==> config.mk <==
export PLATFORM = sky130hd
export DESIGN_NAME = cad_alu_datapath
export DESIGN_NICKNAME = d
export VERILOG_FILES = /design/src/cad_alu_datapath.v /design/src/cad_des_round.v
export VERILOG_INCLUDE_DIRS = /design/src
export SDC_FILE = /design/constraint.sdc
export NUM_CORES = 2
export LEC_CHECK = 0
export ABC_AREA = 1
export BUFFER_PORTS_ARGS = -buffer_cell sky130_fd_sc_hd__buf_2
export CORE_ASPECT_RATIO = 0.6
export CORE_MARGIN = 3
export CORE_UTILIZATION = 65
export CTS_BUF_LIST = sky130_fd_sc_hd__clkbuf_4 sky130_fd_sc_hd__clkbuf_8
export DETAILED_ROUTE_END_ITERATION = 12
export GPL_ROUTABILITY_DRIVEN = 0
export PLACE_DENSITY = 0.94
export SLEW_MARGIN = 20
export SYNTH_ARGS = -nofsm -noshare
export SYNTH_HDL_FRONTEND = slang
export SYNTH_SLANG_ARGS = --single-unit
==> constraint.sdc <==
create_clock -name clk -period 19.25 [get_ports clk]
set_clock_uncertainty 0.2 [all_clocks]
set_input_delay 3.85 -clock clk [delete_from_list [all_inputs] [get_ports clk]]
set_output_delay 3.85 -clock clk [all_outputs]
set_load 0.03 [all_outputs]
==> src/cad_defines.vh <==
/*
 * opcode codes, flag bit positions, register offsets and reset values
 * of the execution datapath; assumes inclusion by bare name only.
 */
// Operation
// RL1 - word add immediate: pair plus constant, flags ZCNVS, two cycles
// RL2 - word subtract immediate: pair minus constant, flags ZCNVS, two cycles
// RL3 - byte add/subtract, optional carry, one cycle, flags ZCNVSH
// RL4 - and/or/xor register or immediate, one cycle, flags ZNVS only
// RL5 - set bits: destination or mask, one cycle, flags ZNVS
// RL6 - clear bits: destination and inverted mask, one cycle, flags ZNVS
// RL7 - test: register and itself, one cycle, flags ZNVS
// RL8 - integer multiply uu/ss/su into pair one:zero, two cycles, flags ZC
// RL9 - fractional multiply, product shifted left one, two cycles, flags ZC
// RL10 - des round: encrypt when half-carry clear, decrypt when set, 1/2 cycles
// RL11 - indirect jump: pc low from pointer, upper bits cleared, two cycles
// RL12 - extended jump: pc low from pointer, upper from extended register
// RL13 - flags not affected by an operation keep their value
`ifndef CAD_DEFINES_VH
`define CAD_DEFINES_VH
// opcodes
`define CAD_OP_ADD     5'h00
`define CAD_OP_ADC     5'h01
`define CAD_OP_SUB     5'h02
`define CAD_OP_SBC     5'h03
`define CAD_OP_WADD    5'h04
`define CAD_OP_WSUB    5'h05
`define CAD_OP_AND     5'h06
`define CAD_OP_OR      5'h07
`define CAD_OP_EOR     5'h08
`define CAD_OP_SETB    5'h09
`define CAD_OP_CLRB    5'h0a
`define CAD_OP_TEST    5'h0b
`define CAD_OP_MUL     5'h0c
`define CAD_OP_MULS    5'h0d
`define CAD_OP_MULMIX  5'h0e
`define CAD_OP_FMUL    5'h0f
`define CAD_OP_FMULS   5'h10
`define CAD_OP_FMULMIX 5'h11
`define CAD_OP_DES     5'h12
`define CAD_OP_JIND    5'h13
`define CAD_OP_JEXT    5'h14
// flag bit positions
`define CAD_F_C        0
`define CAD_F_Z        1
`define CAD_F_N        2
`define CAD_F_V        3
`define CAD_F_S        4
`define CAD_F_H        5
// register offsets
`define CAD_REG_FLAGS  8'h00
`define CAD_REG_EXTIND 8'h04
`define CAD_REG_PCLO   8'h08
`define CAD_REG_PCHI   8'h0c
// reset values
`define CAD_FLAGS_RST  6'h00
`define CAD_EXTIND_RST 6'h00
`define CAD_PC_RST     22'h000000
`endif

==> src/cad_alu_datapath.v <==
/*
 * byte/word arithmetic, logic, multiply, des round and indirect jumps,
 * with the status flags, extended jump register and pc held here.
 * assumes the decoder offers one operation at a time, waits for
 * op_ready, and writes the returned results into the register file.
 */
`include "cad_defines.vh"
module cad_alu_datapath (
   input  wire         clk,          // core clock
   input  wire         reset,        // synchronous reset, high
   input  wire         op_valid,     // operation offered
   input  wire [4:0]   op_code,      // operation code
   input  wire [7:0]   op_a,         // destination operand
   input  wire [7:0]   op_b,         // source register or constant
   input  wire [15:0]  word_in,      // register pair for word ops
   input  wire [15:0]  z_ptr,        // z pointer
   input  wire [127:0] des_in,       // registers fifteen to zero
   output wire         op_ready,     // operation may be taken
   output reg          res_valid,    // result pulse
   output reg  [1:0]   res_kind,     // 0 byte 1 word 2 pair one:zero 3 des
   output reg  [15:0]  res_data,     // byte or word result
   output reg  [127:0] des_out,      // des block result
   output reg  [21:0]  pc,           // program counter
   output reg          pc_load,      // pc loaded pulse
   output reg  [5:0]   flags,        // status flags
   input  wire [7:0]   bus_addr,     // register address
   input  wire [31:0]  bus_wdata,    // write data
   input  wire         bus_wr,       // write strobe
   input  wire         bus_rd,       // read strobe
   output reg  [31:0]  bus_rdata     // read data, cycle after strobe
);
   localparam ST_IDLE = 1'b0;
   localparam ST_WAIT = 1'b1;

   reg          state;
   reg  [5:0]   ext_ind;
   reg          last_des;
   reg  [5:0]   pend_flags;
   reg  [15:0]  pend_data;
   reg  [1:0]   pend_kind;
   reg  [127:0] pend_des;
   reg          pend_jump;
   reg  [21:0]  pend_pc;

   reg  [5:0]   next_flags;
   reg  [15:0]  next_data;
   reg  [1:0]   next_kind;
   reg          next_two;
   reg          next_jump;
   reg  [21:0]  next_pc;
   reg  [7:0]   r8;
   reg  [15:0]  r16;
   reg  [15:0]  prod;
   reg          sub_op;
   reg          cin;

   wire         take;
   wire         f_c;
   wire         f_h;
   wire [5:0]   flags_bus;
   wire [63:0]  des_round_out;

   // ***************************************
   // helpers
   // ***************************************
   function is_two_cycle;
      input [4:0] code;
      input       prev_des;
      begin
         case (code)
            `CAD_OP_WADD, `CAD_OP_WSUB, `CAD_OP_MUL, `CAD_OP_MULS,
            `CAD_OP_MULMIX, `CAD_OP_FMUL, `CAD_OP_FMULS, `CAD_OP_FMULMIX,
            `CAD_OP_JIND, `CAD_OP_JEXT: is_two_cycle = 1'b1;
            `CAD_OP_DES: is_two_cycle = ~prev_des;
            default: is_two_cycle = 1'b0;
         endcase
      end
   endfunction

   function [5:0] logic_flags;
      input [5:0] old;
      input [7:0] res;
      reg   [5:0] f;
      begin
         f = old;
         f[`CAD_F_Z] = (res == 8'h00);
         f[`CAD_F_N] = res[7];
         f[`CAD_F_V] = 1'b0;
         f[`CAD_F_S] = res[7];
         logic_flags = f;
      end
   endfunction

   // ***************************************
   // des round
   // ***************************************
   cad_des_round u_des (
      .block_in  (des_in[63:0]),
      .key_in    (des_in[127:64]),
      .round     (op_b[3:0]),
      .decrypt   (f_h),                                    // RL10
      .block_out (des_round_out)
   );

   assign take     = op_valid & op_ready;
   assign op_ready = (state == ST_IDLE);
   assign f_c      = flags_bus[`CAD_F_C];
   assign f_h      = flags_bus[`CAD_F_H];
   // software write seen by the same-cycle operation
   assign flags_bus = (bus_wr && bus_addr == `CAD_REG_FLAGS) ? bus_wdata[5:0] : flags;

   // ***************************************
   // operation decode and compute
   // ***************************************
   always @* begin
      next_flags = flags_bus;                                 // RL13
      next_data  = 16'h0000;
      next_kind  = 2'h0;
      next_jump  = 1'b0;
      next_pc    = pc;
      r8         = 8'h00;
      r16        = 16'h0000;
      prod       = 16'h0000;
      sub_op     = 1'b0;
      cin        = 1'b0;
      next_two   = is_two_cycle(op_code, last_des);
      case (op_code)
         `CAD_OP_ADD, `CAD_OP_ADC, `CAD_OP_SUB, `CAD_OP_SBC: begin
            sub_op = (op_code == `CAD_OP_SUB) || (op_code == `CAD_OP_SBC);
            cin = f_c & ((op_code == `CAD_OP_ADC) || (op_code == `CAD_OP_SBC)); // RL3
            r8  = sub_op ? (op_a - op_b - {7'h00, cin}) : (op_a + op_b + {7'h00, cin}); // RL3
            next_data = {8'h00, r8};
            if (sub_op) begin
               next_flags[`CAD_F_H] = (~op_a[3] & op_b[3]) | (op_b[3] & r8[3]) | (r8[3] & ~op_a[3]);
               next_flags[`CAD_F_C] = (~op_a[7] & op_b[7]) | (op_b[7] & r8[7]) | (r8[7] & ~op_a[7]);
               next_flags[`CAD_F_V] = (op_a[7] & ~op_b[7] & ~r8[7]) | (~op_a[7] & op_b[7] & r8[7]);
            end else begin
               next_flags[`CAD_F_H] = (op_a[3] & op_b[3]) | (op_b[3] & ~r8[3]) | (~r8[3] & op_a[3]);
               next_flags[`CAD_F_C] = (op_a[7] & op_b[7]) | (op_b[7] & ~r8[7]) | (~r8[7] & op_a[7]);
               next_flags[`CAD_F_V] = (op_a[7] & op_b[7] & ~r8[7]) | (~op_a[7] & ~op_b[7] & r8[7]);
            end
            // with borrow, zero only stays set across the chain
            if (op_code == `CAD_OP_SBC)
               next_flags[`CAD_F_Z] = (r8 == 8'h00) & flags_bus[`CAD_F_Z];
            else
               next_flags[`CAD_F_Z] = (r8 == 8'h00);
            next_flags[`CAD_F_N] = r8[7];
            next_flags[`CAD_F_S] = r8[7] ^ next_flags[`CAD_F_V];
         end
         `CAD_OP_WADD, `CAD_OP_WSUB: begin
            if (op_code == `CAD_OP_WADD) begin
               r16 = word_in + {10'h000, op_b[5:0]};                         // RL1
               next_flags[`CAD_F_V] = ~word_in[15] & r16[15];
               next_flags[`CAD_F_C] = ~r16[15] & word_in[15];
            end else begin
               r16 = word_in - {10'h000, op_b[5:0]};                         // RL2
               next_flags[`CAD_F_V] = word_in[15] & ~r16[15];
               next_flags[`CAD_F_C] = r16[15] & ~word_in[15];
            end
            next_flags[`CAD_F_Z] = (r16 == 16'h0000);
            next_flags[`CAD_F_N] = r16[15];
            next_flags[`CAD_F_S] = r16[15] ^ next_flags[`CAD_F_V];
            next_data = r16;
            next_kind = 2'h1;
         end
         `CAD_OP_AND, `CAD_OP_OR, `CAD_OP_EOR, `CAD_OP_SETB, `CAD_OP_CLRB, `CAD_OP_TEST: begin
            case (op_code)
               `CAD_OP_AND:  r8 = op_a & op_b;                               // RL4
               `CAD_OP_OR:   r8 = op_a | op_b;                               // RL4
               `CAD_OP_EOR:  r8 = op_a ^ op_b;                               // RL4
               `CAD_OP_SETB: r8 = op_a | op_b;                               // RL5
               `CAD_OP_CLRB: r8 = op_a & (8'hff - op_b);                     // RL6
               default:      r8 = op_a & op_a;                               // RL7
            endcase
            next_flags = logic_flags(flags_bus, r8);                         // RL4
            next_data  = {8'h00, r8};
         end
         `CAD_OP_MUL, `CAD_OP_MULS, `CAD_OP_MULMIX,
         `CAD_OP_FMUL, `CAD_OP_FMULS, `CAD_OP_FMULMIX: begin
            case (op_code)
               `CAD_OP_MULS, `CAD_OP_FMULS:
                  prod = {{8{op_a[7]}}, op_a} * {{8{op_b[7]}}, op_b};       // RL8
               `CAD_OP_MULMIX, `CAD_OP_FMULMIX:
                  prod = {{8{op_a[7]}}, op_a} * {8'h00, op_b};              // RL8
               default:
                  prod = {8'h00, op_a} * {8'h00, op_b};                     // RL8
            endcase
            next_flags[`CAD_F_C] = prod[15];
            if (op_code == `CAD_OP_FMUL || op_code == `CAD_OP_FMULS || op_code == `CAD_OP_FMULMIX)
               next_data = {prod[14:0], 1'b0};                               // RL9
            else
               next_data = prod;
            next_flags[`CAD_F_Z] = (next_data == 16'h0000);                  // RL8
            next_kind = 2'h2;
         end
         `CAD_OP_DES: begin
            next_kind = 2'h3;                                                // RL10
         end
         `CAD_OP_JIND: begin
            next_jump = 1'b1;
            next_pc   = {6'h00, z_ptr};                                      // RL11
         end
         `CAD_OP_JEXT: begin
            next_jump = 1'b1;
            next_pc   = {ext_ind, z_ptr};                                    // RL12
         end
         default: begin
            next_flags = flags_bus;
         end
      endcase
   end

   // ***************************************
   // sequencing and commit
   // ***************************************
   always @(posedge clk) begin
      if (reset) begin
         state      <= ST_IDLE;
         flags      <= `CAD_FLAGS_RST;
         pc         <= `CAD_PC_RST;
         ext_ind    <= `CAD_EXTIND_RST;
         last_des   <= 1'b0;
         res_valid  <= 1'b0;
         res_kind   <= 2'h0;
         res_data   <= 16'h0000;
         des_out    <= 128'h0;
         pc_load    <= 1'b0;
         pend_flags <= `CAD_FLAGS_RST;
         pend_data  <= 16'h0000;
         pend_kind  <= 2'h0;
         pend_des   <= 128'h0;
         pend_jump  <= 1'b0;
         pend_pc    <= `CAD_PC_RST;
      end else begin
         res_valid <= 1'b0;
         pc_load   <= 1'b0;
         // software writes first; a completing operation overrides a flags write, never an ext_ind write
         if (bus_wr && bus_addr == `CAD_REG_FLAGS)
            flags <= bus_wdata[5:0];
         if (bus_wr && bus_addr == `CAD_REG_EXTIND)
            ext_ind <= bus_wdata[5:0];
         case (state)
            ST_IDLE: begin
               if (take) begin
                  last_des <= (op_code == `CAD_OP_DES);
                  if (next_two) begin
                     state      <= ST_WAIT;                                  // RL1
                     pend_flags <= next_flags;
                     pend_data  <= next_data;
                     pend_kind  <= next_kind;
                     pend_des   <= {des_in[127:64], des_round_out};
                     pend_jump  <= next_jump;
                     pend_pc    <= next_pc;
                  end else begin
                     flags     <= next_flags;                                // RL3
                     res_valid <= 1'b1;
                     res_kind  <= next_kind;
                     res_data  <= next_data;
                     des_out   <= {des_in[127:64], des_round_out};
                  end
               end
            end
            ST_WAIT: begin
               state <= ST_IDLE;
               flags <= pend_flags;                                          // RL2
               if (pend_jump) begin
                  pc      <= pend_pc;                                        // RL11
                  pc_load <= 1'b1;
               end else begin
                  res_valid <= 1'b1;                                         // RL8
                  res_kind  <= pend_kind;
                  res_data  <= pend_data;
                  des_out   <= pend_des;
               end
            end
            default: begin
               state <= ST_IDLE;
            end
         endcase
      end
   end

   // ***************************************
   // register read port
   // ***************************************
   always @(posedge clk) begin
      if (reset) begin
         bus_rdata <= 32'h00000000;
      end else if (bus_rd) begin
         case (bus_addr)
            `CAD_REG_FLAGS:  bus_rdata <= {26'h0000000, flags};
            `CAD_REG_EXTIND: bus_rdata <= {26'h0000000, ext_ind};
            `CAD_REG_PCLO:   bus_rdata <= {16'h0000, pc[15:0]};
            `CAD_REG_PCHI:   bus_rdata <= {26'h0000000, pc[21:16]};
            default:         bus_rdata <= 32'h00000000;
         endcase
      end else begin
         bus_rdata <= 32'h00000000;
      end
   end
endmodule // cad_alu_datapath

==> src/cad_des_round.v <==
/*
 * one feistel round over the 64-bit data half of the des block.
 * assumes key and round index stay steady while the result is used.
 */
module cad_des_round (
   input  wire [63:0] block_in,   // data registers zero to seven
   input  wire [63:0] key_in,     // key registers eight to fifteen
   input  wire [3:0]  round,      // round index
   input  wire        decrypt,    // high for inverse round
   output wire [63:0] block_out   // data after the round
);
   wire [31:0] left;
   wire [31:0] right;
   wire [31:0] subkey;
   wire [31:0] f_in;
   wire [31:0] f_out;
   wire [5:0]  rot;

   // ***************************************
   // round function
   // ***************************************
   assign left   = block_in[63:32];
   assign right  = block_in[31:0];
   assign rot    = {1'b0, round, 1'b0};
   assign subkey = key_in[31:0] ^ (key_in[63:32] << rot[4:0]) ^ (key_in[63:32] >> (6'h20 - rot));
   assign f_in   = decrypt ? left : right;
   assign f_out  = {f_in[26:0], f_in[31:27]} ^ subkey ^ {f_in[3:0], f_in[31:4]};

   // decrypt undoes encrypt for the same round and key
   assign block_out = decrypt ? {right ^ f_out, left} : {right, left ^ f_out};
endmodule // cad_des_round

==> impl_metrics.csv <==
group,metric,value,unit
outcome,outcome,"complete, no violations",
pwr,sequentialPowerShare,27.8,%
worst_setup_path,worst-endpoint-arrival,9.99,ns
cells_and_area,area_growth,10.74,%
cts,clk_latency,0.64,ns
global_route,antenna_found_initial,21,
worst_setup_path,cp-endpoint,"pend_flags[1]",
floorplanning,die_w,283.8,um
sta,setup_viol_count_final,0,
pwr,clkPwrFrac,24.7,%
pwr,power,3.132,mW
worst_setup_path,rr_worst_depth,8,
floorplanning,initial_utilization,66.47,%
sta,min_period_over_period,50.32,%
cells_and_area,final_cell_mix,"nand2_1, inv_1, o21ai_0",
logic_synthesis,synth_top_cell_by_area,"dfxtp_1",
worst_setup_path,r2r_slack,14.81,ns
sta,slew_violations,0,
logic_synthesis,synth-seq-cells,375,
cells_and_area,nets,5347,
sta,timing.fmax,103.2,MHz
logic_synthesis,async_flop_share,0,%
routing,num_vias,33470,
floorplanning,die_area,48990,sq um
logic_synthesis,ys_types,66,
worst_setup_path,critPathKind,"input pin to flop",
cts,clkTransAtPathRegs,0.07,ns
floorplanning,fp.dieH,172.7,um
cts,cts_resized,0,
cts,postCtsSetupRepairBufs,0,
logic_synthesis,synth_edf_count,0,
cts,cts_hold_repair.buffers,0,
worst_setup_path,worstPathRequired,19.56,ns
worst_setup_path,timing.rr.start,"state",
sta,rsz0062_at_grt,"false",
routing,wl_per_cell,19.45,um
logic_synthesis,yosys-top-cells-area,"dfxtp_1, nand2_1, fa_1",
pwr,leakagePower,17.66,nW
cts,tritoncts,"yes",
floorplanning,rows,60,
logic_synthesis,syn-instance-count,4604,
logic_synthesis,synthFlopType,"dfxtp_1",
cells_and_area,drive_gt1_share,12.23,%
routing,vias_per_cell,6.052,
worst_setup_path,cp-end-kind,"flop",
place,hpwl,78900,um
pwr,power.net_switching,1.395,mW
worst_hold_path,hp-class,"flop to flop",
routing,drt-initial-drc-count,5327,
flow_run,cap_violations,0,
logic_synthesis,avgSynthCellArea,6.536,sq um
sta,hold_viol_final,0,
sta,worst_pin_slew,1.128,ns
logic_synthesis,yosys_warnings,0,
cts,cts_buffers,56,
floorplanning,core_region_area,45270,sq um
sta,fin_crit,9.686,ns
worst_setup_path,path_max_fanout,38,
sta,tns,0,ns
pwr,comb_power_share,47.5,%
pwr,power_density,93.99,nW/um^2
cells_and_area,layout_commonest_cell,"nand2_1",
global_route,grt_max_degree,106,
worst_setup_path,startpoint_type,"input pin",
global_route,grtUsageTotal,41.83,%
routing,routed_wl,107600,um
routing,ant_nets,0,
place,io_buffer_count,392,
global_route,grt_pass1_wl,164300,um
sta,worst_slew_margin_rel,24.78,%
cts,root_buffer,"clkbuf_8",
worst_setup_path,critPathLaunch,"op_b[2]",
worst_setup_path,r2r-end,"pend_des[14]",
pwr,intPower,1.737,mW
routing,drc,0,
logic_synthesis,yosysSeqAreaShare,24.95,%
routing,first_pass_iters,13,
cts,clockBufferDepth,3,
cts,htreeDepth,2,
global_route,overflow,0,
floorplanning,ioPinCount,435,
cts,clock_sinks,375,
global_route,grt_pass1_vias,30430,
logic_synthesis,syn_area,30090,sq um
logic_synthesis,synth_top_area_share,24.95,%
pwr,peakVddDrop,74.13,uV
pwr,sw_frac_of_total,44.54,%
## power groups by stage
stage | clock network [mW] | registers (mW) | logic [mW]
after floorplan | 0 | 0.946 | 0.941
after global placement | 0 | 0.884 | 1.33
after detailed placement | 0 | 0.886 | 1.40
after CTS | 0.768 | 0.870 | 1.41
after global routing | 0.803 | 0.877 | 1.61
final | 0.772 | 0.872 | 1.49
## metal layers
layer / wire length, um / global-route usage [%] / vias to the layer above
met3: 18470 / 15.67 / 550
met5: 156 / 1.154 / -
li1: - / - / 15190
met1: 40070 / 55.96 / 15050
met4: 7098 / 22.22 / 14
met2: 41760 / 58.34 / 2664
## through the flow
stage	setup slack (ns)	cells	utilization (%)	hold slack (ns)	area [sq um]
global placement	9.567	5415	70.64	0.2334	31980
floorplan	10.48	4619	-	0.2453	30150
global route	9.575	5530	73.61	0.2628	33320
finish	9.564	5530	73.61	0.2521	33320
CTS	10.11	5516	73.52	0.2517	33280
detailed placement	9.497	5415	70.64	0.2338	31980
## cell usage after synthesis, types with 10 or more instances
library cell,count
nand2_1,1206
inv_1,632
o21ai_0,405
dfxtp_1,375
nor2_1,369
nand3_1,317
a21oi_1,277
ha_1,145
clkbuf_1,136
fa_1,123
xor2_1,69
nand4_1,60
buf_2,53
mux2i_1,51
xnor2_1,45
o211ai_1,38
buf_4,23
nor3_1,23
o21ai_1,21
buf_1,20
or2_2,20
o22ai_1,18
nand3b_1,17
inv_2,15
o21ai_2,12
a31oi_1,11
or2_1,11
a221oi_1,10
nor2_2,10
## critical path: stages
cell and delay, ns:
buf_2 0.76, nand2_1 0.28, fa_1 0.55, fa_1 0.48, fa_1 0.50, fa_1 0.49, inv_1 0.05, ha_1 0.39
nand2_1 0.12, o21ai_0 0.67, inv_1 0.11, nand2_1 0.09, nand3_1 0.08, nand3_1 0.12, nand2_1 0.08, o21ai_0 0.52
nor2_1 0.08, nand2_1 0.10, nor2_1 0.04, nand4_1 0.18, nand4_1 0.22, nor2_1 0.15, nor2_1 0.05
## worst min-delay path by stage
stage | slack (ns) | cells after the start | endpoint | startpoint
CTS | 0.25 | 2 | des_out[48] | des_out[48]
detailed placement | 0.23 | 2 | des_out[48] | des_out[48]
global placement | 0.23 | 2 | des_out[5] | des_out[5]
finish | 0.25 | 2 | res_data[6] | res_data[6]
global route | 0.26 | 2 | des_out[28] | des_out[28]
floorplan | 0.25 | 2 | pend_data[6] | pend_data[6]
## sequential cells by signal, indices dropped and copies added (netlist names)
register	count
state	1
ext_ind	6
pend_des	128
pend_data	16
pc_load	1
des_out	128
flags	6
bus_rdata	16
res_valid	1
pend_pc	22
res_kind	2
pend_flags	6
is_two_cycle.prev_des	1
res_data	16
pend_jump	1
pend_kind	2
pc	22
## logic make-up after synthesis
group	Yosys count	share of synthesized area (%)
fa+ha+maj	268	14.21
compound gates	832	14.99
buf+inv	893	11.82
mux	52	1.734
simple gates	2065	28.71
xor+xnor	118	3.572
other cells	1	0.01246
flops	375	24.95
## area by class of cell
cell class / count / area [sq um]
Tap cell: 620 / 775.7
Sequential cell: 375 / 7511
Clock inverter: 17 / 266.5
Inverter: 655 / 2469
Multi-Input combinational cell: 3351 / 19100
Timing Repair Buffer: 414 / 2127
Fill cell: 3466 / 11950
Clock buffer: 84 / 1037
Antenna cell: 14 / 35.03
No activity file was read; power rests on OpenSTA's default activity.
